==> config.mk <==
export PLATFORM = sky130hd
export DESIGN_NAME = dual_temp_monitor_core
export DESIGN_NICKNAME = d
export VERILOG_FILES = /design/src/rtl/temp_monitor_pkg.sv /design/src/rtl/limit_compare.sv /design/src/rtl/dual_temp_monitor_core.sv
export SDC_FILE = /design/constraint.sdc
export NUM_CORES = 1
export LEC_CHECK = 0
export ABC_CLOCK_PERIOD_IN_PS = 3360
export BUFFER_PORTS_ARGS = -buffer_cell sky130_fd_sc_hd__buf_4
export CAP_MARGIN = 25
export CORE_MARGIN = 5
export CORE_UTILIZATION = 57
export CTS_CLUSTER_DIAMETER = 60
export DETAILED_ROUTE_END_ITERATION = 7
export HOLD_SLACK_MARGIN = 0.05
export PLACE_DENSITY = 0.79
export SKIP_CTS_REPAIR_TIMING = 1
export SLEW_MARGIN = 10
export SYNTH_ARGS = -nofsm -noshare
export SYNTH_HDL_FRONTEND = slang
export SYNTH_SLANG_ARGS = --single-unit
==> constraint.sdc <==
create_clock -name clock_in -period 3.36 [get_ports clock_in]
set_input_delay 0.336 -clock clock_in [delete_from_list [all_inputs] [get_ports clock_in]]
set_output_delay 0.336 -clock clock_in [all_outputs]
set_load 0.02 [all_outputs]
==> src/rtl/temp_monitor_pkg.sv <==
// Constants for the two-channel temperature monitor core.
// Assumes one 100 MHz clock; analogue converter sits outside.
package temp_monitor_pkg;

  localparam int unsigned CLOCK_HZ       = 100_000_000;
  localparam logic [7:0]  VALUE_RESET    = 8'h80;
  localparam logic [7:0]  LIMIT_HI_RESET = 8'h7F;
  localparam logic [7:0]  LIMIT_LO_RESET = 8'hC9;

  // Status register field positions
  localparam int unsigned ST_BUSY        = 7;
  localparam int unsigned ST_LOCAL_HIGH  = 6;
  localparam int unsigned ST_LOCAL_LOW   = 5;
  localparam int unsigned ST_REMOTE_HIGH = 4;
  localparam int unsigned ST_REMOTE_LOW  = 3;
  localparam int unsigned ST_OPEN        = 2;

  // Conversion rate codes select a start interval in milliseconds
  localparam logic [2:0]  RATE_RESET     = 3'h2;
  localparam int unsigned RATE_CODES     = 8;
  localparam int unsigned BASE_PERIOD_MS = 16;
  localparam int unsigned MS_CYCLES      = CLOCK_HZ / 1000;

  typedef enum logic [3:0]
  {
    SEQ_IDLE   = 4'b0001,
    SEQ_LOCAL  = 4'b0010,
    SEQ_REMOTE = 4'b0100,
    SEQ_WAIT   = 4'b1000
  } seq_state_t;

endpackage

==> src/rtl/limit_compare.sv <==
// Signed comparison of one channel value against its two limits.
// Assumes all inputs on the same clock; purely combinational.
`timescale 1ns/1ps
`default_nettype none
module limit_compare
(
  // Operands
  input  wire logic [7:0] value_in,
  input  wire logic [7:0] high_limit_in,
  input  wire logic [7:0] low_limit_in,
  // Results
  output logic            above_out,
  output logic            below_out
);

  assign above_out = $signed(value_in) > $signed(high_limit_in);
  assign below_out = $signed(value_in) < $signed(low_limit_in);

endmodule
`default_nettype wire

==> src/rtl/dual_temp_monitor_core.sv <==
// Sequencer, value store, limit compare and alarm of the monitor.
// Assumes a converter that answers start with done plus result,
// and a serial-bus front end delivering register writes and
// status-read strobes on this clock.
`timescale 1ns/1ps
`default_nettype none
module dual_temp_monitor_core
#(
  parameter int unsigned BASE_PERIOD_MS = temp_monitor_pkg::BASE_PERIOD_MS
)
(
  // Clock and reset
  input  wire logic       clock_in,
  input  wire logic       srst_in,
  input  wire logic       clk_en_in,
  // Standby pin, low selects standby
  input  wire logic       standby_select_pin_in,
  // Converter handshake
  output logic            conv_start_out,
  output logic            conv_remote_sel_out,
  input  wire logic       conv_done_in,
  input  wire logic [7:0] conv_result_in,
  input  wire logic       sensor_open_in,
  // Host register writes
  input  wire logic       wr_local_high_in,
  input  wire logic       wr_local_low_in,
  input  wire logic       wr_remote_high_in,
  input  wire logic       wr_remote_low_in,
  input  wire logic       wr_config_in,
  input  wire logic       wr_rate_in,
  input  wire logic [7:0] wr_data_in,
  input  wire logic       status_read_in,
  // Register contents for host reads
  output logic [7:0]      local_value_out,
  output logic [7:0]      remote_value_out,
  output logic [7:0]      local_high_out,
  output logic [7:0]      local_low_out,
  output logic [7:0]      remote_high_out,
  output logic [7:0]      remote_low_out,
  output logic [7:0]      config_out,
  output logic [2:0]      rate_out,
  output logic [7:0]      status_out,
  // Alarm, active low
  output logic            alarm_n_out
);

  ////////////////////////////////////////////////////////////////////
  // Pin synchroniser and registers

  logic       standby_select_pin_meta_r;
  logic       standby_select_pin_sync_r;
  logic [7:0] local_value_r;
  logic [7:0] remote_value_r;
  logic [7:0] local_high_r;
  logic [7:0] local_low_r;
  logic [7:0] remote_high_r;
  logic [7:0] remote_low_r;
  logic [7:0] config_r;
  logic [2:0] rate_r;
  logic [4:0] flags_r;
  logic [4:0] flags_nxt;
  logic       alarm_latch_r;
  logic       compare_armed_r;
  logic       first_cycle_r;
  logic       start_sampled_r;
  logic       open_r;

  temp_monitor_pkg::seq_state_t state_r;
  temp_monitor_pkg::seq_state_t state_nxt;

  // No reset: the pin level must be valid on the first free edge,
  // else a normal start would be mistaken for a standby start
  always_ff @(posedge clock_in)
  begin
    if (clk_en_in)
    begin
      standby_select_pin_meta_r <= standby_select_pin_in;
      standby_select_pin_sync_r <= standby_select_pin_meta_r;
    end
  end

  // Config bit 6 is the software standby; bit 7 the alarm mask
  wire run_mode    = standby_select_pin_sync_r && !config_r[6];
  wire alarm_mask  = config_r[7];

  ////////////////////////////////////////////////////////////////////
  // Rate interval: BASE_PERIOD_MS << code, in cycles

  localparam int unsigned MS_CYCLES = temp_monitor_pkg::MS_CYCLES;
  localparam int unsigned MAX_MS    = BASE_PERIOD_MS << (temp_monitor_pkg::RATE_CODES - 1);
  localparam int unsigned CNT_W     = $clog2(MAX_MS * MS_CYCLES + 1);

  logic [CNT_W-1:0] wait_cnt_r;
  wire  [CNT_W-1:0] interval_cycles = CNT_W'((BASE_PERIOD_MS * MS_CYCLES) << rate_r);
  wire              wait_done       = (wait_cnt_r >= interval_cycles);

  ////////////////////////////////////////////////////////////////////
  // Sequencer

  always_comb
  begin
    state_nxt = state_r;
    case (state_r)
      temp_monitor_pkg::SEQ_IDLE:
        if (run_mode)
          state_nxt = temp_monitor_pkg::SEQ_LOCAL;
      temp_monitor_pkg::SEQ_LOCAL:
        if (conv_done_in)
          state_nxt = temp_monitor_pkg::SEQ_REMOTE;
      temp_monitor_pkg::SEQ_REMOTE:
        if (conv_done_in)
          state_nxt = temp_monitor_pkg::SEQ_WAIT;
      temp_monitor_pkg::SEQ_WAIT:
        if (!run_mode)
          state_nxt = temp_monitor_pkg::SEQ_IDLE;
        else if (wait_done)
          state_nxt = temp_monitor_pkg::SEQ_LOCAL;
      default:
        state_nxt = temp_monitor_pkg::SEQ_IDLE;
    endcase
  end

  wire entering_conv = (state_nxt != state_r) &&
                       ((state_nxt == temp_monitor_pkg::SEQ_LOCAL) ||
                        (state_nxt == temp_monitor_pkg::SEQ_REMOTE));
  wire local_done    = (state_r == temp_monitor_pkg::SEQ_LOCAL) && conv_done_in;
  wire remote_done   = (state_r == temp_monitor_pkg::SEQ_REMOTE) && conv_done_in;
  wire busy          = (state_r == temp_monitor_pkg::SEQ_LOCAL) ||
                       (state_r == temp_monitor_pkg::SEQ_REMOTE);

  always_ff @(posedge clock_in)
  begin
    if (srst_in)
    begin
      state_r        <= temp_monitor_pkg::SEQ_IDLE;
      wait_cnt_r     <= '0;
      conv_start_out <= 1'b0;
    end
    else if (clk_en_in)
    begin
      state_r        <= state_nxt;
      conv_start_out <= entering_conv;
      if (state_r == temp_monitor_pkg::SEQ_WAIT && !wait_done)
        wait_cnt_r <= wait_cnt_r + 1'b1;
      else if (state_r != temp_monitor_pkg::SEQ_WAIT)
        wait_cnt_r <= CNT_W'(2);
      else
        wait_cnt_r <= wait_cnt_r;
    end
  end

  assign conv_remote_sel_out = (state_r == temp_monitor_pkg::SEQ_REMOTE);

  ////////////////////////////////////////////////////////////////////
  // Values and host-written registers

  always_ff @(posedge clock_in)
  begin
    if (srst_in)
    begin
      local_value_r  <= temp_monitor_pkg::VALUE_RESET;
      remote_value_r <= temp_monitor_pkg::VALUE_RESET;
      local_high_r   <= temp_monitor_pkg::LIMIT_HI_RESET;
      local_low_r    <= temp_monitor_pkg::LIMIT_LO_RESET;
      remote_high_r  <= temp_monitor_pkg::LIMIT_HI_RESET;
      remote_low_r   <= temp_monitor_pkg::LIMIT_LO_RESET;
      config_r       <= 8'h00;
      rate_r         <= temp_monitor_pkg::RATE_RESET;
      open_r         <= 1'b0;
    end
    else if (clk_en_in)
    begin
      if (local_done)
        local_value_r <= conv_result_in;
      if (remote_done)
      begin
        remote_value_r <= conv_result_in;
        open_r         <= sensor_open_in;
      end
      if (wr_local_high_in)
        local_high_r <= wr_data_in;
      if (wr_local_low_in)
        local_low_r <= wr_data_in;
      if (wr_remote_high_in)
        remote_high_r <= wr_data_in;
      if (wr_remote_low_in)
        remote_low_r <= wr_data_in;
      if (wr_config_in)
        config_r <= {wr_data_in[7:6], 6'h00};
      if (wr_rate_in)
        rate_r <= wr_data_in[2:0];
    end
  end

  ////////////////////////////////////////////////////////////////////
  // Comparison and flags

  logic lh_trip;
  logic ll_trip;
  logic rh_trip;
  logic rl_trip;

  limit_compare u_cmp_local
  (
    .value_in      (local_value_r),
    .high_limit_in (local_high_r),
    .low_limit_in  (local_low_r),
    .above_out     (lh_trip),
    .below_out     (ll_trip)
  );

  limit_compare u_cmp_remote
  (
    .value_in      (remote_value_r),
    .high_limit_in (remote_high_r),
    .low_limit_in  (remote_low_r),
    .above_out     (rh_trip),
    .below_out     (rl_trip)
  );

  // Flag order: local high, local low, remote high, remote low, open
  wire [4:0] trips = {lh_trip, ll_trip, rh_trip, rl_trip, open_r};

  always_ff @(posedge clock_in)
  begin
    if (srst_in)
    begin
      first_cycle_r   <= 1'b1;
      start_sampled_r <= 1'b0;
      compare_armed_r <= 1'b0;
    end
    else if (clk_en_in)
    begin
      // Sync needs two edges before the pin is trusted
      first_cycle_r   <= 1'b0;
      start_sampled_r <= !first_cycle_r || start_sampled_r;
      if (remote_done)
        compare_armed_r <= 1'b1;
      else if (!first_cycle_r && !start_sampled_r && !standby_select_pin_sync_r)
        compare_armed_r <= 1'b1;
    end
  end

  // set wins; read clears only cleared conditions
  assign flags_nxt = compare_armed_r ?
                     ((status_read_in ? 5'h00 : flags_r) | trips) :
                     flags_r;

  always_ff @(posedge clock_in)
  begin
    if (srst_in)
    begin
      flags_r       <= 5'h00;
      alarm_latch_r <= 1'b0;
    end
    else if (clk_en_in)
    begin
      flags_r <= flags_nxt;
      alarm_latch_r <= |flags_nxt;
    end
  end

  ////////////////////////////////////////////////////////////////////
  // Read-back and alarm pin

  assign local_value_out  = local_value_r;
  assign remote_value_out = remote_value_r;
  assign local_high_out   = local_high_r;
  assign local_low_out    = local_low_r;
  assign remote_high_out  = remote_high_r;
  assign remote_low_out   = remote_low_r;
  assign config_out       = config_r;
  assign rate_out         = rate_r;
  assign status_out       = {busy, flags_r, 2'b00};
  assign alarm_n_out      = !(alarm_latch_r && !alarm_mask);

endmodule
`default_nettype wire

### Yosys cells after proc, flatten, opt, wreduce, memory -nomap -nowiden

Cells that the tools add are included.

* input bits: 29
* register bits after elaboration: 98

* bitwise logic cells: 1
* add/subtract/negate cells: 1
* mux-type cells: 12
* shift-type cells: 1
* order comparisons: 5
* eq/ne operators: 8
* reductions and logical operators: 31

Operator list (count)
* two-way mux 28 bit: 2
* adder 28 x 1 -> 28 bit, second input constant: 1
* greater-or-equal comparator 28 bit: 1
* << shifter 21 x 3 -> 28 bit, first input constant: 1
* two-way mux 4 bit: 5
* AND reduction 2 bit: 10
* > comparator 8 bit: 2
* less-than comparator 8 bit: 2
* one-hot mux 4 bit (4 select lines): 1
* two-way mux 5 bit: 2
* equality test 4 x 2 -> 1 bit, second input constant: 2
* equality test 4 x 3 -> 1 bit, second input constant: 2
* logical AND 1 bit: 8
* zero test 1 bit: 7
* bitwise OR 5 bit: 1
* OR reduction 5 bit: 1
* equality test 4 x 1 -> 1 bit, second input constant: 1
* equality test 4 bit, second input constant: 1
* inequality test 4 bit: 1
* inequality test 4 bit, second input constant: 1
* nonzero test 2 bit: 2
* logical OR 1 bit: 3
* two-way mux 1 bit: 2

### Logic depth before layout (Yosys ltp)

Gate-level depths: netlist of the first run.

* depth in word-level cells: 8
* mapped depth: 13
* gate-level depth less buffers: 11

### Modules after synthesis

A second synthesis of the first run with hierarchy kept.

* cells, all modules: 705
* area total of the unflattened synthesis: 5607.9 sq um

By module, submodules not included
* dual_temp_monitor_core: cells each 593, seq. area each 1981.9 sq um, area an instance 4832.1 sq um, instances 1
* limit_compare: cells each 56, seq. area each 0.0 sq um, area an instance 387.9 sq um, instances 2

### Least setup slack after synthesis of the first run

Ideal clock, no wire load.

* kind: register to register
* from: reg rate_r[1], in the netlist rate_out[1]
* to: reg wait_cnt_r[17]
* required time: 3.290 ns
* cell stages (with the launch flop): 13
* slack: 0.421 ns
* period minus slack after synthesis: 2.939 ns
* arrival time: 2.868 ns
* setup time: 0.070 ns
* cells stage by stage: dfxtp_1 -> inv_1 -> ha_1 -> nor2b_1 -> nor2_1 -> ha_1 -> a21oi_1 -> o21ai_0 -> a211oi_1 -> a21oi_2 -> buf_6 -> or4_1 -> a21oi_1

* longest elaborated chain between the ends: 6
* elaborated cells on any way between the ends: 7

RTL lines
* from (decl): RTL line dual_temp_monitor_core.sv:59 `logic [2:0] rate_r;`
* from (signal assigned): RTL line dual_temp_monitor_core.sv:168 `rate_r <= temp_monitor_pkg::RATE_RESET;`
* from (signal assigned): RTL line dual_temp_monitor_core.sv:191 `rate_r <= wr_data_in[2:0];`
* << shifter 21 x 3 -> 28 bit (*): RTL line dual_temp_monitor_core.sv:94 `wire [CNT_W-1:0] interval_cycles = CNT_W'((BASE_PERIOD_MS * MS_CYCLES) << rate_r);`
* greater-or-equal comparator 28 bit (*): RTL line dual_temp_monitor_core.sv:95 `wire wait_done = (wait_cnt_r >= interval_cycles);`
* zero test 1 bit (*): RTL line dual_temp_monitor_core.sv:143 `if (state_r == temp_monitor_pkg::SEQ_WAIT && !wait_done)`
* logical AND 1 bit (*): RTL line dual_temp_monitor_core.sv:143
* nonzero test 2 bit (no line)
* AND reduction 2 bit (no line)
* to (signal assigned): RTL line dual_temp_monitor_core.sv:144 `wait_cnt_r <= wait_cnt_r + 1'b1;`
* to (signal assigned): RTL line dual_temp_monitor_core.sv:148 `wait_cnt_r <= wait_cnt_r;`
* to (decl): RTL line dual_temp_monitor_core.sv:93 `logic [CNT_W-1:0] wait_cnt_r;`

Every way passes the cells marked *; elsewhere a longest branch is shown, timed or not.
A chain may end at the register's enable or synchronous reset.

### Worst setup path after layout of the first run

* from: reg rate_r[0], in the netlist rate_out[0]
* to: reg wait_cnt_r[17]

Same word-level chain as after synthesis.

==> impl_metrics.env, run 1 <==
export IMPL_clk_latency_ns=0.36
export IMPL_gp_congestion=0.915
export IMPL_dpl_cell_area_sq_um=6320
export IMPL_finalInstanceArea_sq_um=6500
export IMPL_pre_cts_slack_ns=0.250
export IMPL_fin_ws_ns=0.337
export IMPL_num_vias=5387
export IMPL_cts_buffers=9
export IMPL_worst_hold_slack_ns=0.151
export IMPL_worstMarginPinSlew_ns=0.883
export IMPL_antenna_found_initial=0
export IMPL_yosysTopAreaCell="dfxtp_1"
export IMPL_die_y_microns=109
export IMPL_required_ns=3.64
export IMPL_wl_mm=15.2
export IMPL_globalRouteMet2Util_pct=45.8
export IMPL_clkSinkCount=98
export IMPL_synth_avg_cell_area_sq_um=8.07
export IMPL_grt_start_max_net_pins=53
export IMPL_fin_worst_skew_ns=0.0120
export IMPL_syn_inst=697
export IMPL_pin_count=99
export IMPL_grt_pass1_vias=5303
export IMPL_maxCapViolCount=0
export IMPL_cts_root_buf="clkbuf_8"
export IMPL_num_antenna_cells=0
export IMPL_synth_ff_type="dfxtp_1"
export IMPL_overflow=0
export IMPL_outcome="finished clean"
export IMPL_area_delta_synth_final_pct=15.6
export IMPL_io_buffers=90
export IMPL_period_needed_ns=3.02
export IMPL_start_util_pct=58.1
export IMPL_peakVddDrop_mv=0.264
export IMPL_powerDensity_nw_per_um2=357
export IMPL_grtUsageTotal_pct=26.5
export IMPL_cp_max_fo=46
export IMPL_synth_seq_cells=98
export IMPL_dieArea_sq_um=12000
export IMPL_htree_levels=3
export IMPL_grt_use_met3_pct=4.23
export IMPL_worstSetupPathType="reg -> reg"
export IMPL_synth_area_sq_um=5630
export IMPL_post_synth_top_count_cell="dfxtp_1"
export IMPL_ys_types=61
export IMPL_tns_ns=0
export IMPL_drive_above_1_share_pct=15.6
export IMPL_ant_nets=0
export IMPL_netlist_top_cells_count="dfxtp_1 (96), nand2_1 (92), nand3_1 (76)"
export IMPL_num_fill_cells=809
export IMPL_period_share_pct=90.0
export IMPL_max_freq_mhz=331
export IMPL_maxSlewHeadroom_pct=41.0
export IMPL_cts_tree="built"
export IMPL_finalNetCount=853
export IMPL_viasPerCell=5.97
export IMPL_drc=0
export IMPL_synth_top_area_share_pct=34.2
export IMPL_routedWlPerCell_microns=16.9
export IMPL_busiest_layer="met2"
export IMPL_crit_arrival_ns=3.30
export IMPL_grt_first_pass_wirelength_mm=25.4
export IMPL_clk_pin_slew_ns=0.10
export IMPL_cts_buffer_depth=2
export IMPL_hold_viol=0
export IMPL_ys_warn_count=0
export IMPL_coreArea_sq_um=9680
export IMPL_p_leak_nw=2.78
export IMPL_synth_area_top_cells="dfxtp_1 (34%), ha_1 (13%), nand3_1 (6.8%)"
export IMPL_startpoint_type="flip-flop"
export IMPL_hp_class="in -> reg"
export IMPL_synth_edf_count=2
export IMPL_slew_viol_final=0
export IMPL_drt_initial_drc_count=359
export IMPL_met1_usage_pct=32.3
export IMPL_dpl_hpwl_mm=11.5
export IMPL_fp_row_count=36
export IMPL_ys_async_sr_fraction_pct=0
export IMPL_die_w_microns=109
export IMPL_ys_seq_area_share_pct=35.2
export IMPL_dr_pass1_iters=5
export IMPL_setup_violations=0
export IMPL_end_kind="flip-flop"
export IMPL_rsz0062_at_grt="no"
-- layer usage --
metal	part of all wire [%]	wire, microns
met5	0	0
met4	3.2	489
met3	5.0	761
met2	50	7650
met1	42	6340
-- through the flow --
step | power (mW) | utilization, % | instances
6_report | 2.32 | 67.1 | 903
5_1_grt | 2.42 | 67.1 | 903
4_1_cts | 2.33 | 67.1 | 903
3_5_place_dp | 1.63 | 65.3 | 888
3_3_place_gp | 1.62 | 65.3 | 888
2_1_floorplan | 1.49 | - | 704
-- placed cells by master, fill, tap and decap left out, types with 3 or more instances in the layout --
cell       n
ha_1      58
dfxtp_1   94
and3_1     3
nor3_1     9
nor2b_1    8
nand2_1   92
nand2b_1   4
o21a_1     3
o21ai_0   27
nand3_1   76
o211ai_1   5
o31ai_1   17
mux2i_1   11
inv_1     47
a21oi_1   69
nand4_1   13
a211oi_1  11
nor2_1    26
nor4_1     3
or3_1     15
clkbuf_8  10
buf_4     94
conb_1     8
or4_1     16
-- kinds of logic (layout without fill, tap and decap cells) --
logic type,Yosys count,in the layout,synth area share [%]
buffers and inverters,91,157,7.07
XOR/XNOR,1,1,0.156
multiplexers,11,11,1.96
flip-flops,98,98,35.2
AND/OR/NAND/NOR,281,281,25.5
adder cells (fa/ha/maj),58,58,12.9
AO/OA/AOI/OAI,156,156,17.1
other,1,8,0.0667
-- critical path, stage by stage (launching register included) --
cell and delay [ns]:
dfxtp_2 0.42, inv_1 0.10, ha_1 0.31, nor2b_1 0.17
nor2_1 0.06, ha_1 0.30, a21oi_1 0.15, o21ai_0 0.13
a211oi_1 0.32, a21oi_2 0.12, buf_12 0.18, or4_1 0.51
a21oi_1 0.17
-- flip-flops by register name, summed over array words and instances (netlist names), 4 cells and up --
name	flops
wait_cnt_r	28
local_high_out	8
local_low_out	8
local_value_out	8
remote_high_out	8
remote_low_out	8
remote_value_out	8
flags_r	5
state_r	4
-- final cells by class --
class	instances	area, sq um	share of cell area, %
inverter	47	176	2.71
timing repair buffer	95	726	11.2
tap	133	166	2.56
clock buffer	10	138	2.12
multi-input combinational	515	3270	50.3
clock inverter	5	38.8	0.597
sequential	98	1980	30.5
-- worst paths after layout --
check | cells past startpoint | slack, ns | end | start
worst min-delay path | 1 | 0.15 | standby_select_pin_meta_r | standby_select_pin_in
worst min register to register | 0 | 0.44 | standby_select_pin_sync_r | standby_select_pin_meta_r
worst max-delay path | 12 | 0.34 | wait_cnt_r[17] | rate_out[0]
worst max register to register | 12 | 0.34 | wait_cnt_r[17] | rate_out[0]
-- report_power, final --
part | total, mW | switching [mW] | leakage, nW | internal, mW
clock network | 0.717 | 0.427 | 0.0853 | 0.290
logic | 0.357 | 0.216 | 1.89 | 0.141
registers | 1.25 | 0.0437 | 0.802 | 1.20
total | 2.32 | 0.687 | 2.78 | 1.64
Note: power is estimated with default switching activity, not from simulation.
==> run 2, diff against run 1 <==
- CORE_MARGIN: 5 -> 8
- CORE_UTILIZATION: 57 -> 55
- PLACE_DENSITY: 0.79 -> 0.77
==> impl_metrics.env, run 2 (synthesized netlist as in run 1, its figures left out) <==
export IMPL_outcome="finished clean"
export IMPL_htree_levels=3
export IMPL_fin_worst_skew_ns=0.0100
export IMPL_dieArea_sq_um=13700
export IMPL_num_antenna_cells=0
export IMPL_period_share_pct=90.7
export IMPL_max_freq_mhz=328
export IMPL_path_cells="inv_1 > ha_1 > nor2b_1 > nor2_1 > ha_1 > a21oi_1 > o21ai_0 > a211oi_1 > a21oi_2 > buf_4 > buf_4 > or3_1 > a21oi_1"
export IMPL_grt_first_pass_wirelength_mm=25.2
export IMPL_die_w_microns=117
export IMPL_largest_register="wait_cnt_r"
export IMPL_antenna_found_initial=0
export IMPL_required_ns=3.64
export IMPL_end_kind="flip-flop"
export IMPL_drt_initial_drc_count=394
export IMPL_fp_row_count=37
export IMPL_cts_root_buf="clkbuf_8"
export IMPL_grt_start_max_net_pins=59
export IMPL_maxSlewHeadroom_pct=37.7
export IMPL_p_leak_nw=2.80
export IMPL_period_needed_ns=3.05
export IMPL_clk_latency_ns=0.37
export IMPL_crit_arrival_ns=3.33
export IMPL_rsz0062_at_grt="no"
export IMPL_grtUsageTotal_pct=23.5
export IMPL_die_y_microns=117
export IMPL_worstSetupPathType="reg -> reg"
export IMPL_num_vias=5401
export IMPL_powerDensity_nw_per_um2=365
export IMPL_dr_pass1_iters=5
export IMPL_dpl_cell_area_sq_um=6320
export IMPL_final_cell_mix="buf_4 (96), dfxtp_1 (95), nand2_1 (92)"
export IMPL_crit_slowest_cell="dfxtp_2"
export IMPL_drc=0
export IMPL_area_delta_synth_final_pct=15.9
export IMPL_finalInstanceArea_sq_um=6520
export IMPL_pin_count=99
export IMPL_clk_pin_slew_ns=0.09
export IMPL_start_util_pct=55.5
export IMPL_grt_pass1_vias=5213
export IMPL_ant_nets=0
export IMPL_cts_buffers=9
export IMPL_tns_ns=0
export IMPL_largest_register_ffs=28
export IMPL_clkSinkCount=98
export IMPL_worstMarginPinSlew_ns=0.927
export IMPL_layout_commonest_cell="buf_4"
export IMPL_drive_above_1_share_pct=15.5
export IMPL_routedWlPerCell_microns=17.2
export IMPL_peakVddDrop_mv=0.213
export IMPL_hp_class="in -> reg"
export IMPL_startpoint_type="flip-flop"
export IMPL_wl_mm=15.6
export IMPL_cts_tree="built"
export IMPL_coreArea_sq_um=10100
export IMPL_io_buffers=90
export IMPL_hold_viol=0
export IMPL_setup_violations=0
export IMPL_dpl_hpwl_mm=11.8
export IMPL_maxCapViolCount=0
export IMPL_fin_ws_ns=0.314
export IMPL_finalNetCount=854
export IMPL_overflow=0
export IMPL_viasPerCell=5.95
export IMPL_pre_cts_slack_ns=0.269
export IMPL_slew_viol_final=0
export IMPL_cts_buffer_depth=2
export IMPL_gp_congestion=0.861
export IMPL_crit_path_max_incr_delay_ns=0.40
export IMPL_cp_max_fo=38
run 2: path summary, 6_finish.rpt:
| kind | startpoint | end | slack [ns] | cells after the start |
|---|---|---|---|---|
| worst max register to register | rate_out[0] | wait_cnt_r[9] | 0.31 | 13 |
| worst min register to register | standby_select_pin_meta_r | standby_select_pin_sync_r | 0.43 | 0 |
| worst max-delay path | rate_out[0] | wait_cnt_r[9] | 0.31 | 13 |
| worst min-delay path | standby_select_pin_in | standby_select_pin_meta_r | 0.14 | 1 |
run 2: final cells by class:
| cell class | count | area, sq um |
|---|---|---|
| fillers | 880 | 3620 |
| clock inverters | 5 | 53.8 |
| well taps | 136 | 170 |
| repair buffers | 96 | 721 |
| inverters | 47 | 176 |
| clock buffers | 11 | 141 |
| multi-input cells | 515 | 3270 |
| flip-flops and latches | 98 | 1980 |
run 2: where the power goes:
part | leakage [nW] | internal, mW | switching, mW
Clock | 0.103 | 0.363 | 0.414
Combinational | 1.89 | 0.142 | 0.215
Sequential | 0.803 | 1.20 | 0.0442
Total | 2.80 | 1.71 | 0.673
run 2: critical path: cells and delay by family, from the launching register on:
family / cells / cell delay [ns]
simple gates: 3 / 0.58
fa+ha+maj: 2 / 0.60
compound gates: 5 / 0.84
flops: 1 / 0.40
buf+inv: 3 / 0.53
run 2: metrics by stage:
step / hold WS, ns / utilization, % / cells / power [mW]
2_1_floorplan: 0.400 / - / 704 / 1.49
3_3_place_gp: 0.407 / 62.3 / 892 / 1.62
3_5_place_dp: 0.419 / 62.3 / 892 / 1.63
4_1_cts: 0.130 / 64.3 / 908 / 2.39
5_1_grt: 0.134 / 64.3 / 908 / 2.48
6_report: 0.145 / 64.3 / 908 / 2.38
run 2: per-layer routing:
layer  vias up  routed length (microns)  GRT usage, %
li1       2638                        -             -
met1      2536                     6560          28.2
met2       198                     7490          39.7
met3        29                     1110          4.57
met4         0                      420          10.8
met5         -                        0             0
==> run 3, diff against run 2 <==
- CORE_MARGIN: 8 -> 5
- CTS_BUF_LIST: unset -> sky130_fd_sc_hd__clkbuf_16
==> impl_metrics.env, run 3 (synthesized netlist as in run 1, its figures left out) <==
export IMPL_drt_initial_drc_count=380
export IMPL_worstSetupPathType="reg -> reg"
export IMPL_dieArea_sq_um=12400
export IMPL_clk_pin_slew_ns=0.07
export IMPL_clkSinkCount=98
export IMPL_period_share_pct=92.9
export IMPL_worstMarginPinSlew_ns=0.885
export IMPL_required_ns=3.61
export IMPL_antenna_found_initial=0
export IMPL_drc=0
export IMPL_largest_register="wait_cnt_r"
export IMPL_hold_path_cell_count=1
export IMPL_max_freq_mhz=320
export IMPL_wl_met3_mm=1.11
export IMPL_dr_pass1_iters=5
export IMPL_grtUsageTotal_pct=25.4
export IMPL_cp_max_fo=38
export IMPL_pre_cts_slack_ns=0.138
export IMPL_finalInstanceArea_sq_um=6620
export IMPL_die_w_microns=111
export IMPL_routedWlPerCell_microns=17.0
export IMPL_outcome="finished clean"
export IMPL_num_vias=5462
export IMPL_hp_class="in -> reg"
export IMPL_wl_met2_mm=7.44
export IMPL_drive_above_1_share_pct=15.7
export IMPL_io_buffers=90
export IMPL_wl_met1_mm=6.48
export IMPL_die_y_microns=111
export IMPL_layout_commonest_cell="buf_4"
export IMPL_dpl_cell_area_sq_um=6320
export IMPL_p_leak_nw=2.84
export IMPL_viasPerCell=6.01
export IMPL_cts_buffer_depth=2
export IMPL_tns_ns=0
export IMPL_hold_viol=0
export IMPL_maxCapViolCount=0
export IMPL_finalNetCount=855
export IMPL_fp_row_count=37
export IMPL_fin_worst_skew_ns=0.00898
export IMPL_area_delta_synth_final_pct=17.7
export IMPL_pin_count=99
export IMPL_num_antenna_cells=0
export IMPL_rsz0062_at_grt="no"
export IMPL_ant_nets=0
export IMPL_wl_mm=15.5
export IMPL_cts_buffers=9
export IMPL_htree_levels=3
export IMPL_dpl_hpwl_mm=11.6
export IMPL_clk_latency_ns=0.36
export IMPL_setup_violations=0
export IMPL_gp_congestion=0.895
export IMPL_num_fill_cells=862
export IMPL_largest_register_ffs=28
export IMPL_powerDensity_nw_per_um2=400
export IMPL_grt_start_max_net_pins=57
export IMPL_final_cell_mix="buf_4 (96), dfxtp_1 (94), nand2_1 (92)"
export IMPL_end_kind="flip-flop"
export IMPL_power_total_mw=2.65
export IMPL_overflow=0
export IMPL_grt_pass1_vias=5228
export IMPL_r2r_cells=12
export IMPL_maxSlewHeadroom_pct=40.9
export IMPL_highest_layer="met4"
export IMPL_start_util_pct=55.5
export IMPL_coreArea_sq_um=10100
export IMPL_slew_viol_final=0
export IMPL_fin_ws_ns=0.239
export IMPL_cts_tree="built"
export IMPL_startpoint_type="flip-flop"
export IMPL_period_needed_ns=3.12
export IMPL_peakVddDrop_mv=0.345
export IMPL_grt_first_pass_wirelength_mm=25.7
export IMPL_crit_arrival_ns=3.38
export IMPL_cts_root_buf="clkbuf_16"
-- run 3: cell count changes in the layout (fill, tap and decap cells not counted) --
cell	before	now
buf_2	0	1
clkbuf_1	1	0
clkbuf_16	0	9
clkbuf_8	10	0
clkinv_1	0	2
clkinv_2	3	1
clkinv_4	1	2
dfxtp_1	95	94
dfxtp_2	1	2
inv_6	0	1
-- run 3: per-stage QoR --
step / hold slack [ns] / util [%] / std cells
global placement: 0.403 / 62.3 / 892
finish: 0.160 / 65.3 / 909
global route: 0.147 / 65.3 / 909
floorplan: 0.400 / - / 704
CTS: 0.147 / 65.2 / 908
detailed placement: 0.409 / 62.3 / 892
-- run 3: area by class of cell --
cell class	count	area, sq um	area share (%)
Inverter	47	176	2.66
Tap cell	136	170	2.57
Clock buffer	9	225	3.40
Clock inverter	7	68.8	1.04
Multi-Input combinational cell	515	3270	49.4
Timing Repair Buffer	97	726	11.0
Sequential cell	98	1980	30.0
-- run 3: worst max-delay path: stages, from the launching register on --
cell	delay, ns
dfxtp_2	0.40
inv_1	0.10
ha_1	0.30
nor2b_1	0.18
nor2_1	0.07
ha_1	0.31
a21oi_1	0.16
o21ai_0	0.13
a211oi_1	0.30
a21oi_2	0.09
buf_4	0.24
or4_1	0.53
a21oi_1	0.20
-- run 3: final timing paths --
path,from,slack [ns],to
setup reg to reg,rate_out[0],0.24,wait_cnt_r[24]
setup / recovery,rate_out[0],0.24,wait_cnt_r[24]
hold reg to reg,standby_select_pin_meta_r,0.42,standby_select_pin_sync_r
hold / removal,standby_select_pin_in,0.16,standby_select_pin_meta_r
-- run 3: report_power, final --
group          internal, mW  total, mW  switching [mW]
combinational         0.141      0.357           0.216
clock                 0.576       1.04           0.468
sequential             1.20       1.25          0.0460
total                  1.92       2.65           0.729
-- run 3: metal layers --
metal  global-route usage [%]  vias up
li1                         -     2638
met3                     6.11       35
met1                     32.1     2569
met4                     9.98        0
met5                        0        -
met2                     41.9      220
